==> config.mk <==
export PLATFORM = sky130hd
export DESIGN_NAME = mpea_memory_port_ecc
export DESIGN_NICKNAME = d
export VERILOG_FILES = /design/src/rtl/mpea_pkg.sv /design/src/rtl/mpea_memory_port_ecc.sv
export SDC_FILE = /design/constraint.sdc
export NUM_CORES = 1
export LEC_CHECK = 0
export ABC_AREA = 1
export ABC_CLOCK_PERIOD_IN_PS = 6800
export BUFFER_PORTS_ARGS = -buffer_cell sky130_fd_sc_hd__buf_4
export CAP_MARGIN = 10
export CORE_ASPECT_RATIO = 1.25
export CORE_MARGIN = 2
export CORE_UTILIZATION = 51
export CTS_CLUSTER_SIZE = 28
export DETAILED_ROUTE_END_ITERATION = 8
export MAX_ROUTING_LAYER = met4
export PLACE_DENSITY = 0.78
export SYNTH_ARGS = -nofsm -noshare
export SYNTH_HDL_FRONTEND = slang
export SYNTH_SLANG_ARGS = --single-unit
==> constraint.sdc <==
create_clock -name core_clk -period 6.8 [get_ports core_clk]
set_input_delay 0.68 -clock core_clk [delete_from_list [all_inputs] [get_ports core_clk]]
set_output_delay 0.68 -clock core_clk [all_outputs]
set_load 0.01 [all_outputs]
==> src/rtl/mpea_pkg.sv <==
// Shared constants for the memory port check-code datapath
package mpea_pkg;

   // ************************************************************
   // Bus widths and response codes
   // ************************************************************
   localparam int AXI_ADDR_W = 32;
   localparam int AXI_DATA_W = 32;
   localparam int AXI_STRB_W = 4;
   localparam logic [1:0] RESP_OKAY = 2'h0;
   localparam logic [1:0] RESP_SLVERR = 2'h2;
   localparam logic [1:0] RESP_DECERR = 2'h3;

   // ************************************************************
   // Register window
   // ************************************************************
   localparam int REG_SEL_BIT = 17;
   localparam int REG_OFS_W = 8;
   localparam logic [7:0] REG_STATUS_OFS = 8'h00;
   localparam logic [7:0] REG_MASK_OFS = 8'h04;
   localparam logic [7:0] REG_CTRL_OFS = 8'h08;
   localparam logic [7:0] REG_CECNT_OFS = 8'h0C;
   localparam logic [7:0] REG_ERRADDR_OFS = 8'h10;
   localparam int FLAG_W = 2;
   localparam int STAT_CE = 0;
   localparam int STAT_UE = 1;
   localparam int CTRL_CHECK_EN = 0;
   localparam int CTRL_SLVERR_EN = 1;
   localparam logic [1:0] CTRL_SLVERR_RST = 2'h2;
   localparam int CE_CNT_W = 8;

   // ************************************************************
   // Memory geometry
   // ************************************************************
   localparam int MIN_ADDR_W = 10;
   localparam int MAX_ADDR_BIT = 16;
   localparam int MAX_MEM_W = 128;
   localparam int MAX_CHK_W = 9;
   localparam int HOST_W_NO_CHECK = 256;
   localparam int WORD_LSB = 2;
   localparam int BYTE_SHIFT = 3;

   function automatic int mpeaAddrLsb(input int memW);
      return (memW == 128) ? 4 : (memW == 64) ? 3 : 2;
   endfunction

   function automatic int mpeaChkWidth(input int memW);
      return (memW == 128) ? 9 : (memW == 64) ? 8 : 7;
   endfunction

   function automatic int mpeaChkWeCount(input int memW);
      return (memW == 128) ? 2 : 1;
   endfunction

   // Data columns: weight-3 codes ascending, then weight-5
   function automatic logic [MAX_MEM_W*MAX_CHK_W-1:0] mpeaHMatrix(input int chkW);
      logic [MAX_MEM_W*MAX_CHK_W-1:0] m;
      int n;
      m = '0;
      n = 0;
      for (int wt = 3; wt <= 5; wt += 2) begin
         for (int v = 1; v < (1 << chkW); v++) begin
            if ($countones(v) == wt && n < MAX_MEM_W) begin
               m[n*MAX_CHK_W +: MAX_CHK_W] = v[MAX_CHK_W-1:0];
               n++;
            end
         end
      end
      return m;
   endfunction

endpackage

==> src/rtl/mpea_memory_port_ecc.sv <==
// AXI4-Lite fronted memory port with address mapping and SEC-DED check codes
`timescale 1ns/1ns

module mpea_memory_port_ecc
   import mpea_pkg::*;
#(
   parameter int MEM_W = 32,
   parameter int MEM_ADDR_W = 10,
   parameter int ECC_OPTION = 1,
   parameter int SINGLE_PORT_OPTION = 0,
   parameter bit CHECK_ENABLE_RESET_VALUE = 1'b1,
   parameter int HOST_DATA_W = 32,
   localparam int ADDR_LSB = mpeaAddrLsb(MEM_W),
   localparam int ADDR_MAX_W = MAX_ADDR_BIT + 1 - ADDR_LSB,
   localparam int ADDR_W = (MEM_ADDR_W < MIN_ADDR_W) ? MIN_ADDR_W :
                           (MEM_ADDR_W > ADDR_MAX_W) ? ADDR_MAX_W : MEM_ADDR_W,
   localparam int CHK_W = mpeaChkWidth(MEM_W),
   localparam int CHK_WE_W = mpeaChkWeCount(MEM_W),
   localparam int BYTES = MEM_W / 8
)(
   input wire logic core_clk,
   input wire logic rstn,
   input wire logic [AXI_ADDR_W-1:0] s_axi_awaddr,
   input wire logic s_axi_awvalid,
   output logic s_axi_awready,
   input wire logic [AXI_DATA_W-1:0] s_axi_wdata,
   input wire logic [AXI_STRB_W-1:0] s_axi_wstrb,
   input wire logic s_axi_wvalid,
   output logic s_axi_wready,
   output logic [1:0] s_axi_bresp,
   output logic s_axi_bvalid,
   input wire logic s_axi_bready,
   input wire logic [AXI_ADDR_W-1:0] s_axi_araddr,
   input wire logic s_axi_arvalid,
   output logic s_axi_arready,
   output logic [AXI_DATA_W-1:0] s_axi_rdata,
   output logic [1:0] s_axi_rresp,
   output logic s_axi_rvalid,
   input wire logic s_axi_rready,
   output logic [ADDR_W-1:0] memoryWordAddressA,
   output logic memEnA,
   output logic [BYTES-1:0] memWeA,
   output logic [MEM_W-1:0] memWrDataA,
   output logic [CHK_W-1:0] memChkWrA,
   output logic [CHK_WE_W-1:0] memChkWeA,
   input wire logic [MEM_W-1:0] memRdDataA,
   input wire logic [CHK_W-1:0] memRdChkA,
   output logic [ADDR_W-1:0] memoryWordAddressB,
   output logic memEnB,
   input wire logic [MEM_W-1:0] memRdDataB,
   input wire logic [CHK_W-1:0] memRdChkB,
   output logic irq
);

   // ************************************************************
   // Configuration
   // ************************************************************
   // supported widths only
   localparam bit ECC_ACTIVE = (ECC_OPTION == 1) && (MEM_W == 32 || MEM_W == 64 || MEM_W == 128) &&
                               (HOST_DATA_W < HOST_W_NO_CHECK);
   localparam bit SINGLE_PORT = (SINGLE_PORT_OPTION == 1);
   localparam int LANES = MEM_W / AXI_DATA_W;
   localparam logic [MAX_MEM_W*MAX_CHK_W-1:0] H_ALL = mpeaHMatrix(CHK_W);
   localparam logic [FLAG_W-1:0] CTRL_RST = CTRL_SLVERR_RST | FLAG_W'(CHECK_ENABLE_RESET_VALUE);

   typedef enum logic [3:0] {
      ST_IDLE = 4'h1,
      ST_MEMRD = 4'h2,
      ST_CAPT = 4'h4,
      ST_MEMWR = 4'h8
   } mpea_state_t;

   typedef struct packed {
      mpea_state_t st;
      logic awHeld;
      logic [AXI_ADDR_W-1:0] awAddr;
      logic wHeld;
      logic [AXI_DATA_W-1:0] wData;
      logic [AXI_STRB_W-1:0] wStrb;
      logic arHeld;
      logic [AXI_ADDR_W-1:0] arAddr;
      logic bValid;
      logic [1:0] bResp;
      logic rValid;
      logic [1:0] rResp;
      logic [AXI_DATA_W-1:0] rData;
      logic lastWasRead;
      logic opRead;
      logic [AXI_ADDR_W-1:0] opAddr;
      logic [ADDR_W-1:0] addrA;
      logic enA;
      logic [BYTES-1:0] weA;
      logic [MEM_W-1:0] wrDataA;
      logic [CHK_W-1:0] chkWrA;
      logic [CHK_WE_W-1:0] chkWeA;
      logic [ADDR_W-1:0] addrB;
      logic enB;
      logic [FLAG_W-1:0] status;
      logic [FLAG_W-1:0] mask;
      logic [FLAG_W-1:0] ctrl;
      logic [CE_CNT_W-1:0] ceCount;
      logic [ADDR_W-1:0] errAddr;
   } mpea_regs_t;

   mpea_regs_t state_reg;
   mpea_regs_t state_next;

   // ************************************************************
   // Helpers
   // ************************************************************
   // drop byte offset bits
   function automatic logic [ADDR_W-1:0] wordAddr(input logic [AXI_ADDR_W-1:0] a);
      return a[ADDR_LSB +: ADDR_W];
   endfunction

   function automatic logic [BYTES-1:0] laneStrb(input logic [AXI_ADDR_W-1:0] a, input logic [AXI_STRB_W-1:0] s);
      logic [BYTES-1:0] wide;
      wide = BYTES'(s);
      return wide << (a[ADDR_LSB-1:0] >> WORD_LSB << WORD_LSB);
   endfunction

   function automatic logic [CHK_W-1:0] encodeChk(input logic [MEM_W-1:0] d);
      logic [CHK_W-1:0] c;
      c = '0;
      for (int i = 0; i < MEM_W; i++) begin
         if (d[i]) begin
            c = c ^ H_ALL[i*MAX_CHK_W +: CHK_W];
         end
      end
      return c;
   endfunction

   // ************************************************************
   // Decode of the word returned by memory
   // ************************************************************
   logic [MEM_W-1:0] rawWord;
   logic [CHK_W-1:0] rawChk;
   logic [CHK_W-1:0] syndrome;
   logic [MEM_W-1:0] flipBits;
   logic [MEM_W-1:0] fixedWord;
   logic [MEM_W-1:0] mergedWord;
   logic [MEM_W-1:0] wideData;
   logic [BYTES-1:0] opStrb;
   logic [MEM_W-1:0] shiftedWord;
   logic checkOn;
   logic singleErr;
   logic multiErr;

   assign rawWord = (state_reg.opRead && !SINGLE_PORT) ? memRdDataB : memRdDataA;
   assign rawChk = (state_reg.opRead && !SINGLE_PORT) ? memRdChkB : memRdChkA;
   assign checkOn = ECC_ACTIVE && state_reg.ctrl[CTRL_CHECK_EN];
   assign syndrome = encodeChk(rawWord) ^ rawChk;

   // locate the failing bit by matching a column
   genvar gi;
   generate
      for (gi = 0; gi < MEM_W; gi++) begin : g_flip
         assign flipBits[gi] = (syndrome == H_ALL[gi*MAX_CHK_W +: CHK_W]);
      end
   endgenerate

   // odd weight is single; unmatched is uncorrectable
   assign singleErr = checkOn && (|syndrome) && (^syndrome) && ((|flipBits) || $onehot(syndrome));
   assign multiErr = checkOn && (|syndrome) && !singleErr;
   // correct single bit errors before use
   assign fixedWord = singleErr ? (rawWord ^ flipBits) : rawWord;

   assign wideData = {LANES{state_reg.wData}};
   assign opStrb = laneStrb(state_reg.opAddr, state_reg.wStrb);
   assign shiftedWord = fixedWord >> (int'(state_reg.opAddr[ADDR_LSB-1:0] >> WORD_LSB) * AXI_DATA_W);

   // strobe bit k picks byte k
   generate
      for (gi = 0; gi < BYTES; gi++) begin : g_merge
         assign mergedWord[gi*8 +: 8] = opStrb[gi] ? wideData[gi*8 +: 8] : fixedWord[gi*8 +: 8];
      end
   endgenerate

   // ************************************************************
   // Register read data
   // ************************************************************
   logic [AXI_DATA_W-1:0] regRdData;
   logic regRdHit;

   always_comb begin
      regRdData = '0;
      regRdHit = 1'b1;
      unique case (state_reg.arAddr[REG_OFS_W-1:0])
         REG_STATUS_OFS: regRdData = AXI_DATA_W'(state_reg.status);
         REG_MASK_OFS: regRdData = AXI_DATA_W'(state_reg.mask);
         REG_CTRL_OFS: regRdData = AXI_DATA_W'(state_reg.ctrl);
         REG_CECNT_OFS: regRdData = AXI_DATA_W'(state_reg.ceCount);
         REG_ERRADDR_OFS: regRdData = AXI_DATA_W'(state_reg.errAddr);
         default: regRdHit = 1'b0;
      endcase
   end

   // ************************************************************
   // Next state
   // ************************************************************
   always_comb begin
      logic startW;
      logic startR;
      logic [FLAG_W-1:0] statusSet;
      logic [FLAG_W-1:0] statusClr;
      state_next = state_reg;
      statusSet = '0;
      statusClr = '0;
      startW = state_reg.awHeld && state_reg.wHeld && !state_reg.bValid;
      startR = state_reg.arHeld && !state_reg.rValid;
      state_next.enA = 1'b0;
      state_next.weA = '0;
      state_next.chkWeA = '0;
      state_next.enB = 1'b0;
      if (!state_reg.awHeld && s_axi_awvalid) begin
         state_next.awHeld = 1'b1;
         state_next.awAddr = s_axi_awaddr;
      end
      if (!state_reg.wHeld && s_axi_wvalid) begin
         state_next.wHeld = 1'b1;
         state_next.wData = s_axi_wdata;
         state_next.wStrb = s_axi_wstrb;
      end
      if (!state_reg.arHeld && s_axi_arvalid) begin
         state_next.arHeld = 1'b1;
         state_next.arAddr = s_axi_araddr;
      end
      if (state_reg.bValid && s_axi_bready) begin
         state_next.bValid = 1'b0;
      end
      if (state_reg.rValid && s_axi_rready) begin
         state_next.rValid = 1'b0;
      end
      unique case (state_reg.st)
         ST_IDLE: begin
            // Alternate on ties so neither direction starves
            if (startW && (!startR || state_reg.lastWasRead)) begin
               state_next.awHeld = 1'b0;
               state_next.lastWasRead = 1'b0;
               state_next.opRead = 1'b0;
               state_next.opAddr = state_reg.awAddr;
               state_next.bResp = RESP_OKAY;
               state_next.addrA = wordAddr(state_reg.awAddr);
               if (state_reg.awAddr[REG_SEL_BIT]) begin
                  state_next.wHeld = 1'b0;
                  state_next.bValid = 1'b1;
                  if (!ECC_ACTIVE) begin
                     state_next.bResp = RESP_DECERR;
                  end else if (state_reg.awAddr[REG_OFS_W-1:0] == REG_STATUS_OFS) begin
                     statusClr = state_reg.wStrb[0] ? state_reg.wData[FLAG_W-1:0] : '0;
                  end else if (state_reg.awAddr[REG_OFS_W-1:0] == REG_MASK_OFS) begin
                     state_next.mask = state_reg.wStrb[0] ? state_reg.wData[FLAG_W-1:0] : state_reg.mask;
                  end else if (state_reg.awAddr[REG_OFS_W-1:0] == REG_CTRL_OFS) begin
                     state_next.ctrl = state_reg.wStrb[0] ? state_reg.wData[FLAG_W-1:0] : state_reg.ctrl;
                  end else if (state_reg.awAddr[REG_OFS_W-1:0] != REG_CECNT_OFS &&
                               state_reg.awAddr[REG_OFS_W-1:0] != REG_ERRADDR_OFS) begin
                     state_next.bResp = RESP_SLVERR;
                  end
               end else if (ECC_ACTIVE) begin
                  state_next.enA = 1'b1;
                  state_next.st = ST_MEMRD;
               end else begin
                  state_next.wHeld = 1'b0;
                  state_next.enA = 1'b1;
                  state_next.weA = laneStrb(state_reg.awAddr, state_reg.wStrb);
                  state_next.wrDataA = {LANES{state_reg.wData}};
                  state_next.st = ST_MEMWR;
               end
            end else if (startR) begin
               state_next.arHeld = 1'b0;
               state_next.lastWasRead = 1'b1;
               state_next.opRead = 1'b1;
               state_next.opAddr = state_reg.arAddr;
               if (state_reg.arAddr[REG_SEL_BIT]) begin
                  state_next.rValid = 1'b1;
                  state_next.rData = regRdData;
                  state_next.rResp = !ECC_ACTIVE ? RESP_DECERR : regRdHit ? RESP_OKAY : RESP_SLVERR;
               end else begin
                  // reads use port B unless wired single port
                  if (SINGLE_PORT) begin
                     state_next.addrA = wordAddr(state_reg.arAddr);
                     state_next.enA = 1'b1;
                  end else begin
                     state_next.addrB = wordAddr(state_reg.arAddr);
                     state_next.enB = 1'b1;
                  end
                  state_next.st = ST_MEMRD;
               end
            end
         end
         ST_MEMRD: begin
            state_next.st = ST_CAPT;
         end
         ST_CAPT: begin
            if (singleErr) begin
               statusSet[STAT_CE] = 1'b1;
               state_next.errAddr = wordAddr(state_reg.opAddr);
               if (state_reg.ceCount != '1) begin
                  state_next.ceCount = state_reg.ceCount + CE_CNT_W'(1);
               end
            end
            if (multiErr) begin
               statusSet[STAT_UE] = 1'b1;
               state_next.errAddr = wordAddr(state_reg.opAddr);
            end
            if (state_reg.opRead) begin
               state_next.rValid = 1'b1;
               state_next.rData = shiftedWord[AXI_DATA_W-1:0];
               state_next.rResp = (multiErr && state_reg.ctrl[CTRL_SLVERR_EN]) ? RESP_SLVERR : RESP_OKAY;
               state_next.st = ST_IDLE;
            end else begin
               state_next.wHeld = 1'b0;
               state_next.enA = 1'b1;
               state_next.weA = '1;
               state_next.wrDataA = mergedWord;
               // fresh check bits stored with the data
               state_next.chkWrA = encodeChk(mergedWord);
               state_next.chkWeA = '1;
               state_next.bResp = (multiErr && state_reg.ctrl[CTRL_SLVERR_EN]) ? RESP_SLVERR : RESP_OKAY;
               state_next.st = ST_MEMWR;
            end
         end
         ST_MEMWR: begin
            state_next.bValid = 1'b1;
            state_next.st = ST_IDLE;
         end
      endcase
      // A new event beats a simultaneous clear
      state_next.status = (state_reg.status & ~statusClr) | statusSet;
   end

   always_ff @(posedge core_clk or negedge rstn) begin
      if (!rstn) begin
         state_reg <= '0;
         state_reg.st <= ST_IDLE;
         state_reg.ctrl <= CTRL_RST;
      end else begin
         state_reg <= state_next;
      end
   end

   // ************************************************************
   // Outputs
   // ************************************************************
   assign s_axi_awready = !state_reg.awHeld;
   assign s_axi_wready = !state_reg.wHeld;
   assign s_axi_arready = !state_reg.arHeld;
   assign s_axi_bvalid = state_reg.bValid;
   assign s_axi_bresp = state_reg.bResp;
   assign s_axi_rvalid = state_reg.rValid;
   assign s_axi_rresp = state_reg.rResp;
   assign s_axi_rdata = state_reg.rData;
   assign memoryWordAddressA = state_reg.addrA;
   assign memEnA = state_reg.enA;
   assign memWeA = state_reg.weA;
   assign memWrDataA = state_reg.wrDataA;
   assign memChkWrA = state_reg.chkWrA;
   assign memChkWeA = state_reg.chkWeA;
   assign memoryWordAddressB = state_reg.addrB;
   assign memEnB = state_reg.enB;
   // level interrupt from unmasked sticky flags
   assign irq = |(state_reg.status & state_reg.mask);

endmodule

# Word-level counts from Yosys, hierarchy flattened
# Cells that the tools add are included.
[totals]
in_bits = 185
register_bits = 249
wordCells = 401
[classes]
bitwise = 74
add_sub_neg = 7
eq_ne = 55
n_mux = 190
n_reduce_logical = 46
[op_table]
columns = ["op", "n"]
rows = [
  ["2-to-1 mux 7 bit", 87],
  ["NOT 3 bit", 61],
  ["one-hot mux 37 bit (2 select lines)", 2],
  ["2-to-1 mux 6 bit", 20],
  ["2-to-1 mux 37 bit", 3],
  ["2-to-1 mux 35 bit", 3],
  ["equality test 7 bit (second input constant)", 12],
  ["equality test 7 x 6 -> 1 bit (second input constant)", 10],
  ["2-to-1 mux 69 bit", 1],
  ["2-to-1 mux 33 bit", 2],
  ["2-to-1 mux 32 bit", 2],
  ["2-to-1 mux 5 bit", 12],
  ["one-hot mux 10 bit (5 select lines)", 1],
  ["2-to-1 mux 45 bit", 1],
  ["2-to-1 mux 4 bit", 11],
  ["equality test 7 x 5 -> 1 bit (second input constant)", 6],
  ["2-to-1 mux 34 bit", 1],
  ["2-to-1 mux 8 bit", 4],
  ["OR reduction 32 bit", 1],
  ["XOR 32 bit", 1],
  ["2-to-1 mux 2 bit", 13],
  ["equality test 8 x 4 -> 1 bit (second input constant)", 3],
  ["equality test 7 x 4 -> 1 bit (second input constant)", 3],
  ["2-to-1 mux 10 bit", 2],
  ["other kinds (43)", 110],
]

# Depth between registers and ports, before layout
# Gate-level depths: netlist (run 1).
[depth]
depth_word = 200
ltp_mapped = 38

# Worst setup path after synthesis (run 1)
# Ideal clock, no wire load.
[synth_path]
path_type = "register to register"
start = "register, netlist name state_reg[123]"
end = "register state_reg, in the netlist memChkWrA[0]"
synth_period_minus_slack_ns = 6.384
arrival_time_ns = 6.266
setup_time_ns = 0.117
slack_ns = 0.416
path_buffers = 4
path_stages_with_launch = 30
required_time_ns = 6.683
path_cell_list = "dfrtp_1 -> buf_6 -> buf_6 -> clkbuf_1 -> mux2i_1 -> xnor2_1 -> xor2_1 -> xnor2_1 -> xor2_1 -> xor2_1 -> fa_1 -> fa_1 -> fa_1 -> fa_1 -> or3b_2 -> nand3_4 -> nand2_8 -> inv_2 -> buf_6 -> nand2_1 -> nand2_1 -> nand2_1 -> nand2_2 -> xor2_1 -> nand2_1 -> nand2_1 -> xor2_1 -> nand2_1 -> nand3_1 -> nand2_1"
[synth_rtl]
columns = ["item", "line_no", "source"]
rows = [
  ["end signal: assignment", "mpea_memory_port_ecc.sv:338", "state_reg <= state_next;"],
  ["end: declaration", "mpea_memory_port_ecc.sv:105", "mpea_regs_t state_reg;"],
]

==> metrics.md, run 1 <==
| Metric | Value |
|---|---|
| Antenna violations before repair | `2` |
| Max FFs per register | `67` |
| First-pass GRT wire length | `63100 microns` |
| IO Pins | `293` |
| Synth Cell Area | `13800 sq um` |
| GRT Util Overall | `28.9%` |
| Grt total ovfl | `0` |
| Worst r2r dst | `memChkWrA[2]$_DFFE_PN0P_` |
| GPL Wtd Cong | `0.926` |
| Area delta synth->final | `18.6%` |
| Post-route cell area | `16400 sq um` |
| Root Driver | `clkbuf_16` |
| Fin crit period | `6470 ps` |
| Worst Tran Pin Value | `1030 ps` |
| Reg2reg start | `state_reg[123]$_DFFE_PN0P_` |
| Post-route clock period utilization | `95.2%` |
| Routed len/inst | `16.8 microns` |
| Pin count of the biggest net entering global routing | `124` |
| First-pass DRT Iterations | `5` |
| Area of the multi-input gates | `7080 sq um` |
| Post-synth EDFFs | `0` |
| DR iter-0 viols | `709` |
| Detail Placement HPWL | `31000 microns` |
| Initial core utilization | `51.7%` |
| Worst slew margin | `30.9%` |
| Clk slew on worst S/H paths | `60 ps` |
| # DRC | `0` |
| CP Capture Type | `flip-flop` |
| Seq/Total Area, Yosys | `36.8%` |
| Avg Synthesized Cell Area | `7.34 sq um` |
| CTS tree | `built` |
| CTS max path bufs | `3` |
| Drt via density | `5.25` |
| Nets@finish | `2251` |
| Reg area | `5080 sq um` |
| Main synth FF type | `dfrtp_1` |
| Synth async-reset ratio | `100%` |
| H-tree levels | `1` |
| CTS buffer count | `23` |
| Reg2Reg Setup Slack | `330 ps` |
| Max FO, Critical Path | `28` |
| Total of max-cap violations | `0` |
| Clk_lat worst skew | `520 ps` |
| Worst Hold Class | `in -> async` |
| Core area | `26700 sq um` |
| Layout cells sized above 1 | `22.3%` |
| Row Count | `67` |
| Number of global-route vias before repair | `12300` |
| Fin. Hold Viols | `0` |
| CP required | `7200 ps` |
| CTS sink count | `203` |
| Synth Instances | `1884` |
| Max Freq | `0.154 GHz` |
| # setup viols final | `0` |
| Placement-stage cell area | `15500 sq um` |
| Die height | `188 microns` |
| Clock skew | `14.2 ps` |
| Die W | `151 microns` |
| Critical Path Source Type | `flip-flop` |
| YS warnings | `0` |
| Die ar. | `28400 sq um` |
| Seq cells post-synth | `203` |
| R2R depth | `27` |
| Cell variety after synth | `52` |
| Final ANT Viol Nets | `0` |
| Status | `completed` |
| Port-buffer cells | `252` |
| Routed via count | `12700` |
| FILL cells | `2366` |
| WP data arrival | `6870 ps` |
| Setup CP Type | `reg -> reg` |
| Slew Limit Fails | `0` |
| DRT Wirelength | `40500 microns` |
==> area by class of cell <==
cell class	count	share of cell area [%]
Tap cell	345	2.63
Inverter	202	4.67
Clock inverter	10	0.694
Antenna cell	2	0.0305
Sequential cell	203	31.0
Clock buffer	31	4.00
Timing Repair Buffer	294	13.8
Multi-Input combinational cell	1325	43.2
==> stage by stage <==
stage	cells	setup TNS (ps)	hold slack (ps)	worst slack [ps]	util, %
finish	2412	0	291	327	61.3
global route	2412	-90.4	354	-36.4	61.3
CTS	2407	0	331	189	60.7
detailed placement	2366	0	471	150	57.8
global placement	2366	0	453	239	57.8
floorplan	1885	0	384	416	-
==> per-layer routing <==
layer	track usage [%]	wire [microns]
met4	12.2	1940
met2	49.2	20000
met3	4.62	2820
met1	33.6	15700
met5	-	0
==> logic make-up (layout without fill, tap and decap cells) <==
| kind of cell | after synthesis | after routing | share of synthesized area (%) |
|---|---|---|---|
| other | 1 | 4 | 0.0271 |
| muxes | 44 | 44 | 3.45 |
| and+or+nand+nor | 897 | 897 | 26.9 |
| DFF | 203 | 203 | 36.8 |
| xor gates and xnor gates | 132 | 132 | 8.47 |
| AOI/OAI and AO/OA | 233 | 233 | 9.60 |
| adders and majority gates | 17 | 17 | 1.76 |
| buffers and inverters | 357 | 537 | 13.0 |
==> synth_stat cells (11+ instances only) <==
cell type    n  area share (%)
clkbuf_1    38             1.0
dfrtp_1    200              36
or2_2       13            0.59
nand2_1    613              17
nand3_1    110             4.0
o21ai_0     93             3.4
ha_1        13             1.2
nand2_2     17            0.77
xor2_1      85             5.4
nor3_1      11            0.40
nor2_1     101             2.7
a21oi_1     76             2.8
xnor2_1     45             2.9
inv_1      180             4.9
mux2i_1     15             1.1
mux2_2      29             2.4
o21ai_1     11            0.40
buf_4      101             5.5
inv_2       17            0.46
==> how the worst max path moves through the flow <==
stage                                     from                       end  slack, ps
global placement                 memRdDataB[0]  memChkWrA[3]$_DFFE_PN0P_        240
detailed placement               memRdDataB[0]  memChkWrA[2]$_DFFE_PN0P_        150
finish              state_reg[123]$_DFFE_PN0P_  memChkWrA[2]$_DFFE_PN0P_        330
floorplan           state_reg[123]$_DFFE_PN0P_  memChkWrA[0]$_DFFE_PN0P_        420
global route        state_reg[123]$_DFFE_PN0P_  memChkWrA[6]$_DFFE_PN0P_        -40
CTS                 state_reg[123]$_DFFE_PN0P_  memChkWrA[2]$_DFFE_PN0P_        190
==> critical path: stages, from the launching register on <==
cell and delay, ps:
dfrtp_2 420, buf_12 200, mux2i_1 340, xnor2_1 170, xor2_1 310, xnor2_1 220, xnor2_1 170, xor2_1 250
fa_1 480, fa_1 530, fa_1 470, fa_1 470, or3b_2 520, nand3_4 140, nand2_8 100, buf_6 200
nand2_1 70, nand2_1 160, a21boi_2 260, nand2_1 70, nand2_1 120, nand2_1 70, nand2_1 100, nand3_1 80
nand2_1 150, nand3_1 90, nand3_1 80, nand2_1 60
==> placed cells by master (no fill, tap or decap), drive strengths merged, types with 4 or more instances in the layout <==
master and instances:
nand2 631, buf 292, dfrtp 200, inv 198, nand3 114, o21ai 112
nor2 106, xor2 87, a21oi 77, xnor2 45, clkbuf 33, mux2 29
or2 15, mux2i 15, ha 13, nor3 11, clkinv 11, nand4 9
o21a 8, o211ai 7, o22ai 7, nand3b 5, o41ai 5, nor4 5
a21boi 5, fa 4
==> repair_timing <==
action / 4_1_cts / 5_1_grt
hold buffers: 0 / 0
gates resized for setup: 0 / 32
hold endpoints to repair: 0 / 0
endpoints found under the setup margin: 0 / 7
buffers inserted: 0 / 2
Power of run 1 is not shown: default switching activity piles up to over one toggle a cycle in this logic, so the estimate is an artifact.
==> inputs of run 2 (changes only) <==
--- a/config.mk
+++ b/config.mk
@@ -5,17 +5,16 @@
 export SDC_FILE = /design/constraint.sdc
 export NUM_CORES = 1
 export LEC_CHECK = 0
-export ABC_AREA = 1
 export ABC_CLOCK_PERIOD_IN_PS = 6800
 export BUFFER_PORTS_ARGS = -buffer_cell sky130_fd_sc_hd__buf_4
 export CAP_MARGIN = 10
 export CORE_ASPECT_RATIO = 1.25
 export CORE_MARGIN = 2
-export CORE_UTILIZATION = 51
+export CORE_UTILIZATION = 49
 export CTS_CLUSTER_SIZE = 28
 export DETAILED_ROUTE_END_ITERATION = 8
 export MAX_ROUTING_LAYER = met4
-export PLACE_DENSITY = 0.78
+export PLACE_DENSITY = 0.77
 export SYNTH_ARGS = -nofsm -noshare
 export SYNTH_HDL_FRONTEND = slang
 export SYNTH_SLANG_ARGS = --single-unit
==> run 2 against run 1 <==
Critical path depth down 4. Die area decreased by 8.0%. Setup slack gained 77 ps. Routed wire length is 17% lower. Non-clock buffer count shrank 15. Global-route usage decreased by 2.7 points. Area after synthesis shrank 12%. Synthesized cell count down 40%. Core utilization decreased by 2.4 points. Hold slack got worse by 100 ps.
==> metrics.md, run 2 <==
| Metric | Value |
|---|---|
| Status | `completed` |
| Die height | `180 microns (-4.1%)` |
| Top-count cell post-synth | `dfrtp_1` |
| Port-buffer cells | `252 (unchanged)` |
| CTS tree | `built` |
| WP data arrival | `6800 ps (-70 ps)` |
| Delay of the slowest critical-path stage | `730 ps (+200 ps)` |
| IO Pins | `293 (unchanged)` |
| First-pass GRT wire length | `52700 microns (-16%)` |
| YS warnings | `0 (unchanged)` |
| Setup CP Type | `reg -> reg` |
| CP required | `7200 ps (about the same)` |
| Number of global-route vias before repair | `9268 (-25%)` |
| CP max-delay cell | `dfrtp_2` |
| Routed length on met2 | `17300 microns (-13%)` |
| Top-area cell type share of the netlist area | `41.1% (+4.8 points)` |
| Final ANT Viol Nets | `0 (unchanged)` |
| Root Driver | `clkbuf_16` |
| Row Count | `64 (-4.5%)` |
| CP Capture Type | `flip-flop` |
| Die ar. | `26200 sq um (-8.0%)` |
| Cells along the critical path | `buf_4, mux2i_1, xor2_1, xnor2_1, xnor2_1, xnor2_1, xor2_1, inv_1, fa_1, fa_1, fa_1, fa_1, nor2_1, nand2_1, nand3_1, a221oi_1, nand2_1, a32o_1, nand2_1, a31oi_1, and3_1, nand2_1, xnor2_1` |
| Synth Cell Area | `12200 sq um (-12%)` |
| CTS max path bufs | `3 (unchanged)` |
| Core area | `24500 sq um (-8.4%)` |
| Nets@finish | `1492 (-34%)` |
| Worst slew margin | `19.0% (-12 points)` |
| GPL Wtd Cong | `0.935 (+1.0%)` |
| Clk slew on worst S/H paths | `60 ps (about the same)` |
| Fin crit period | `6400 ps (-77.0 ps)` |
| CTS sink count | `203 (unchanged)` |
| Routed len/inst | `20.5 microns (+22%)` |
| CTS buffer count | `23 (unchanged)` |
| Drt via density | `5.49 (+4.5%)` |
| Synth async-reset ratio | `100% (unchanged)` |
| Layout cells sized above 1 | `33.4% (+11 points)` |
| Fin. Hold Viols | `0 (unchanged)` |
| First-pass DRT Iterations | `5 (unchanged)` |
| GRT Util Overall | `26.2% (-2.7 points)` |
| # setup viols final | `0 (unchanged)` |
| Total of max-cap violations | `0 (unchanged)` |
| Post-route clock period utilization | `94.1% (-1.1 points)` |
| Top post-synthesis cells by count | `200 x dfrtp_1, 119 x nand2_1, 102 x buf_4` |
| Most frequent cells in the layout | `278 x buf_4, 199 x dfrtp_1, 118 x nand2_1` |
| Cell variety after synth | `72 (+38%)` |
| Detail Placement HPWL | `25700 microns (-17%)` |
| DRT Wirelength | `33600 microns (-17%)` |
| Final Util | `58.9% (-2.4 points)` |
| Area delta synth->final | `18.3%` |
| RSZ-0062 raised after global routing | `false` |
| Max FFs per register | `67 (unchanged)` |
| Worst Hold Class | `in -> async` |
| Seq cells post-synth | `203 (unchanged)` |
| Antenna violations before repair | `0 (-2)` |
| Clock skew | `17.2 ps (+2.97 ps)` |
| # resized after CTS | `0 (unchanged)` |
| Main synth FF type | `dfrtp_1` |
| Top layer in use | `met4` |
| Grt total ovfl | `0 (unchanged)` |
| H-tree levels | `1 (unchanged)` |
| M1 WL | `13100 microns (-17%)` |
| Synth Instances | `1137 (-40%)` |
| Max FO, Critical Path | `21 (-25%)` |
| Routed via count | `8971 (-29%)` |
| Die W | `145 microns (-4.1%)` |
| Initial core utilization | `49.7% (-1.9 points)` |
| Worst Tran Pin Value | `1210 ps (+180 ps)` |
| Slew Limit Fails | `0 (unchanged)` |
| Pin count of the biggest net entering global routing | `84 (-32%)` |
| ANT cells | `0 (-2)` |
| DR iter-0 viols | `503 (-29%)` |
| WL met3 | `2020 microns (-28%)` |
| Area contributors post-synth | `dfrtp_1 41%, mux2_2 8.8%, xnor2_1 6.8%` |
| Avg Synthesized Cell Area | `10.7 sq um (+46%)` |
| Critical Path Source Type | `flip-flop` |
| Max Freq | `0.156 GHz (+1.2%)` |
| Yosys top cell by area | `dfrtp_1` |
| # DRC | `0 (unchanged)` |
| Setup TNS | `0 ps (unchanged)` |
| Post-synth EDFFs | `0 (unchanged)` |
| Number of setup buffers added after CTS | `0 (unchanged)` |
| Seq/Total Area, Yosys | `41.7% (+4.9 points)` |
| Hold slack | `189 ps (-101 ps)` |
| Hold_buf cts | `0 (unchanged)` |
| Clk_lat worst skew | `520 ps (about the same)` |
| Most common cell after layout, fill and taps aside | `buf_4` |
## run 2: metal layers
layer,up-vias,track usage [%]
met5,-,-
li1,4134,-
met4,0,8.51
met3,79,4.18
met1,4421,30.9
met2,337,46.0
## run 2: kinds of logic after synthesis
group,count (synthesis),synth area share [%]
muxes,157,14.4
xor gates and xnor gates,171,14.5
buffers and inverters,174,8.81
and+or+nand+nor,263,10.4
AOI/OAI and AO/OA,151,8.18
other,1,0.0308
DFF,203,41.7
adders and majority gates,17,1.99
## run 2: worst max-delay path: cells and delay by family, from the launching register on
kind | cells | cell delay, ps
muxes | 1 | 380
adders and majority gates | 4 | 1960
AOI/OAI and AO/OA | 3 | 630
DFF | 1 | 730
and+or+nand+nor | 7 | 880
buffers and inverters | 2 | 510
xor gates and xnor gates | 6 | 1200
## run 2: metrics by stage
| stage | setup slack [ps] | cell area, sq um | std cells |
|---|---|---|---|
| global route | 37.3 | 14400 | 1635 |
| global placement | 598 | 13700 | 1594 |
| detailed placement | 417 | 13700 | 1594 |
| finish | 404 | 14400 | 1635 |
| floorplan | 778 | 12200 | 1138 |
| CTS | 403 | 14400 | 1634 |
## run 2: worst paths after layout
kind | cells past startpoint | from | endpoint | slack, ps
setup / recovery | 23 | state_reg[123]$_DFFE_PN0P_ | state_reg[13]$_DFFE_PN0P_ | 400
hold / removal | 1 | rstn | wideData[30]$_DFFE_PN0P_ | 190
setup reg to reg | 23 | state_reg[123]$_DFFE_PN0P_ | state_reg[13]$_DFFE_PN0P_ | 400
hold reg to reg | 2 | memWrDataA[25]$_DFFE_PN0P_ | memWrDataA[25]$_DFFE_PN0P_ | 480
max in group asynchronous | 2 | rstn | s_axi_bresp[1]$_DFFE_PN0P_ | 5260
min in group core_clk | 2 | s_axi_rready | s_axi_rvalid$_DFF_PN0_ | 350
## run 2: layout make-up
type | count | area, sq um
sequential | 203 | 5080
fill | 2116 | 10100
clock buffer | 34 | 637
multi-input combinational | 761 | 6050
timing repair buffer | 279 | 2100
inverter | 22 | 85.1
clock inverter | 6 | 58.8
tap | 330 | 413
Power of run 2 is left out for the same reason.
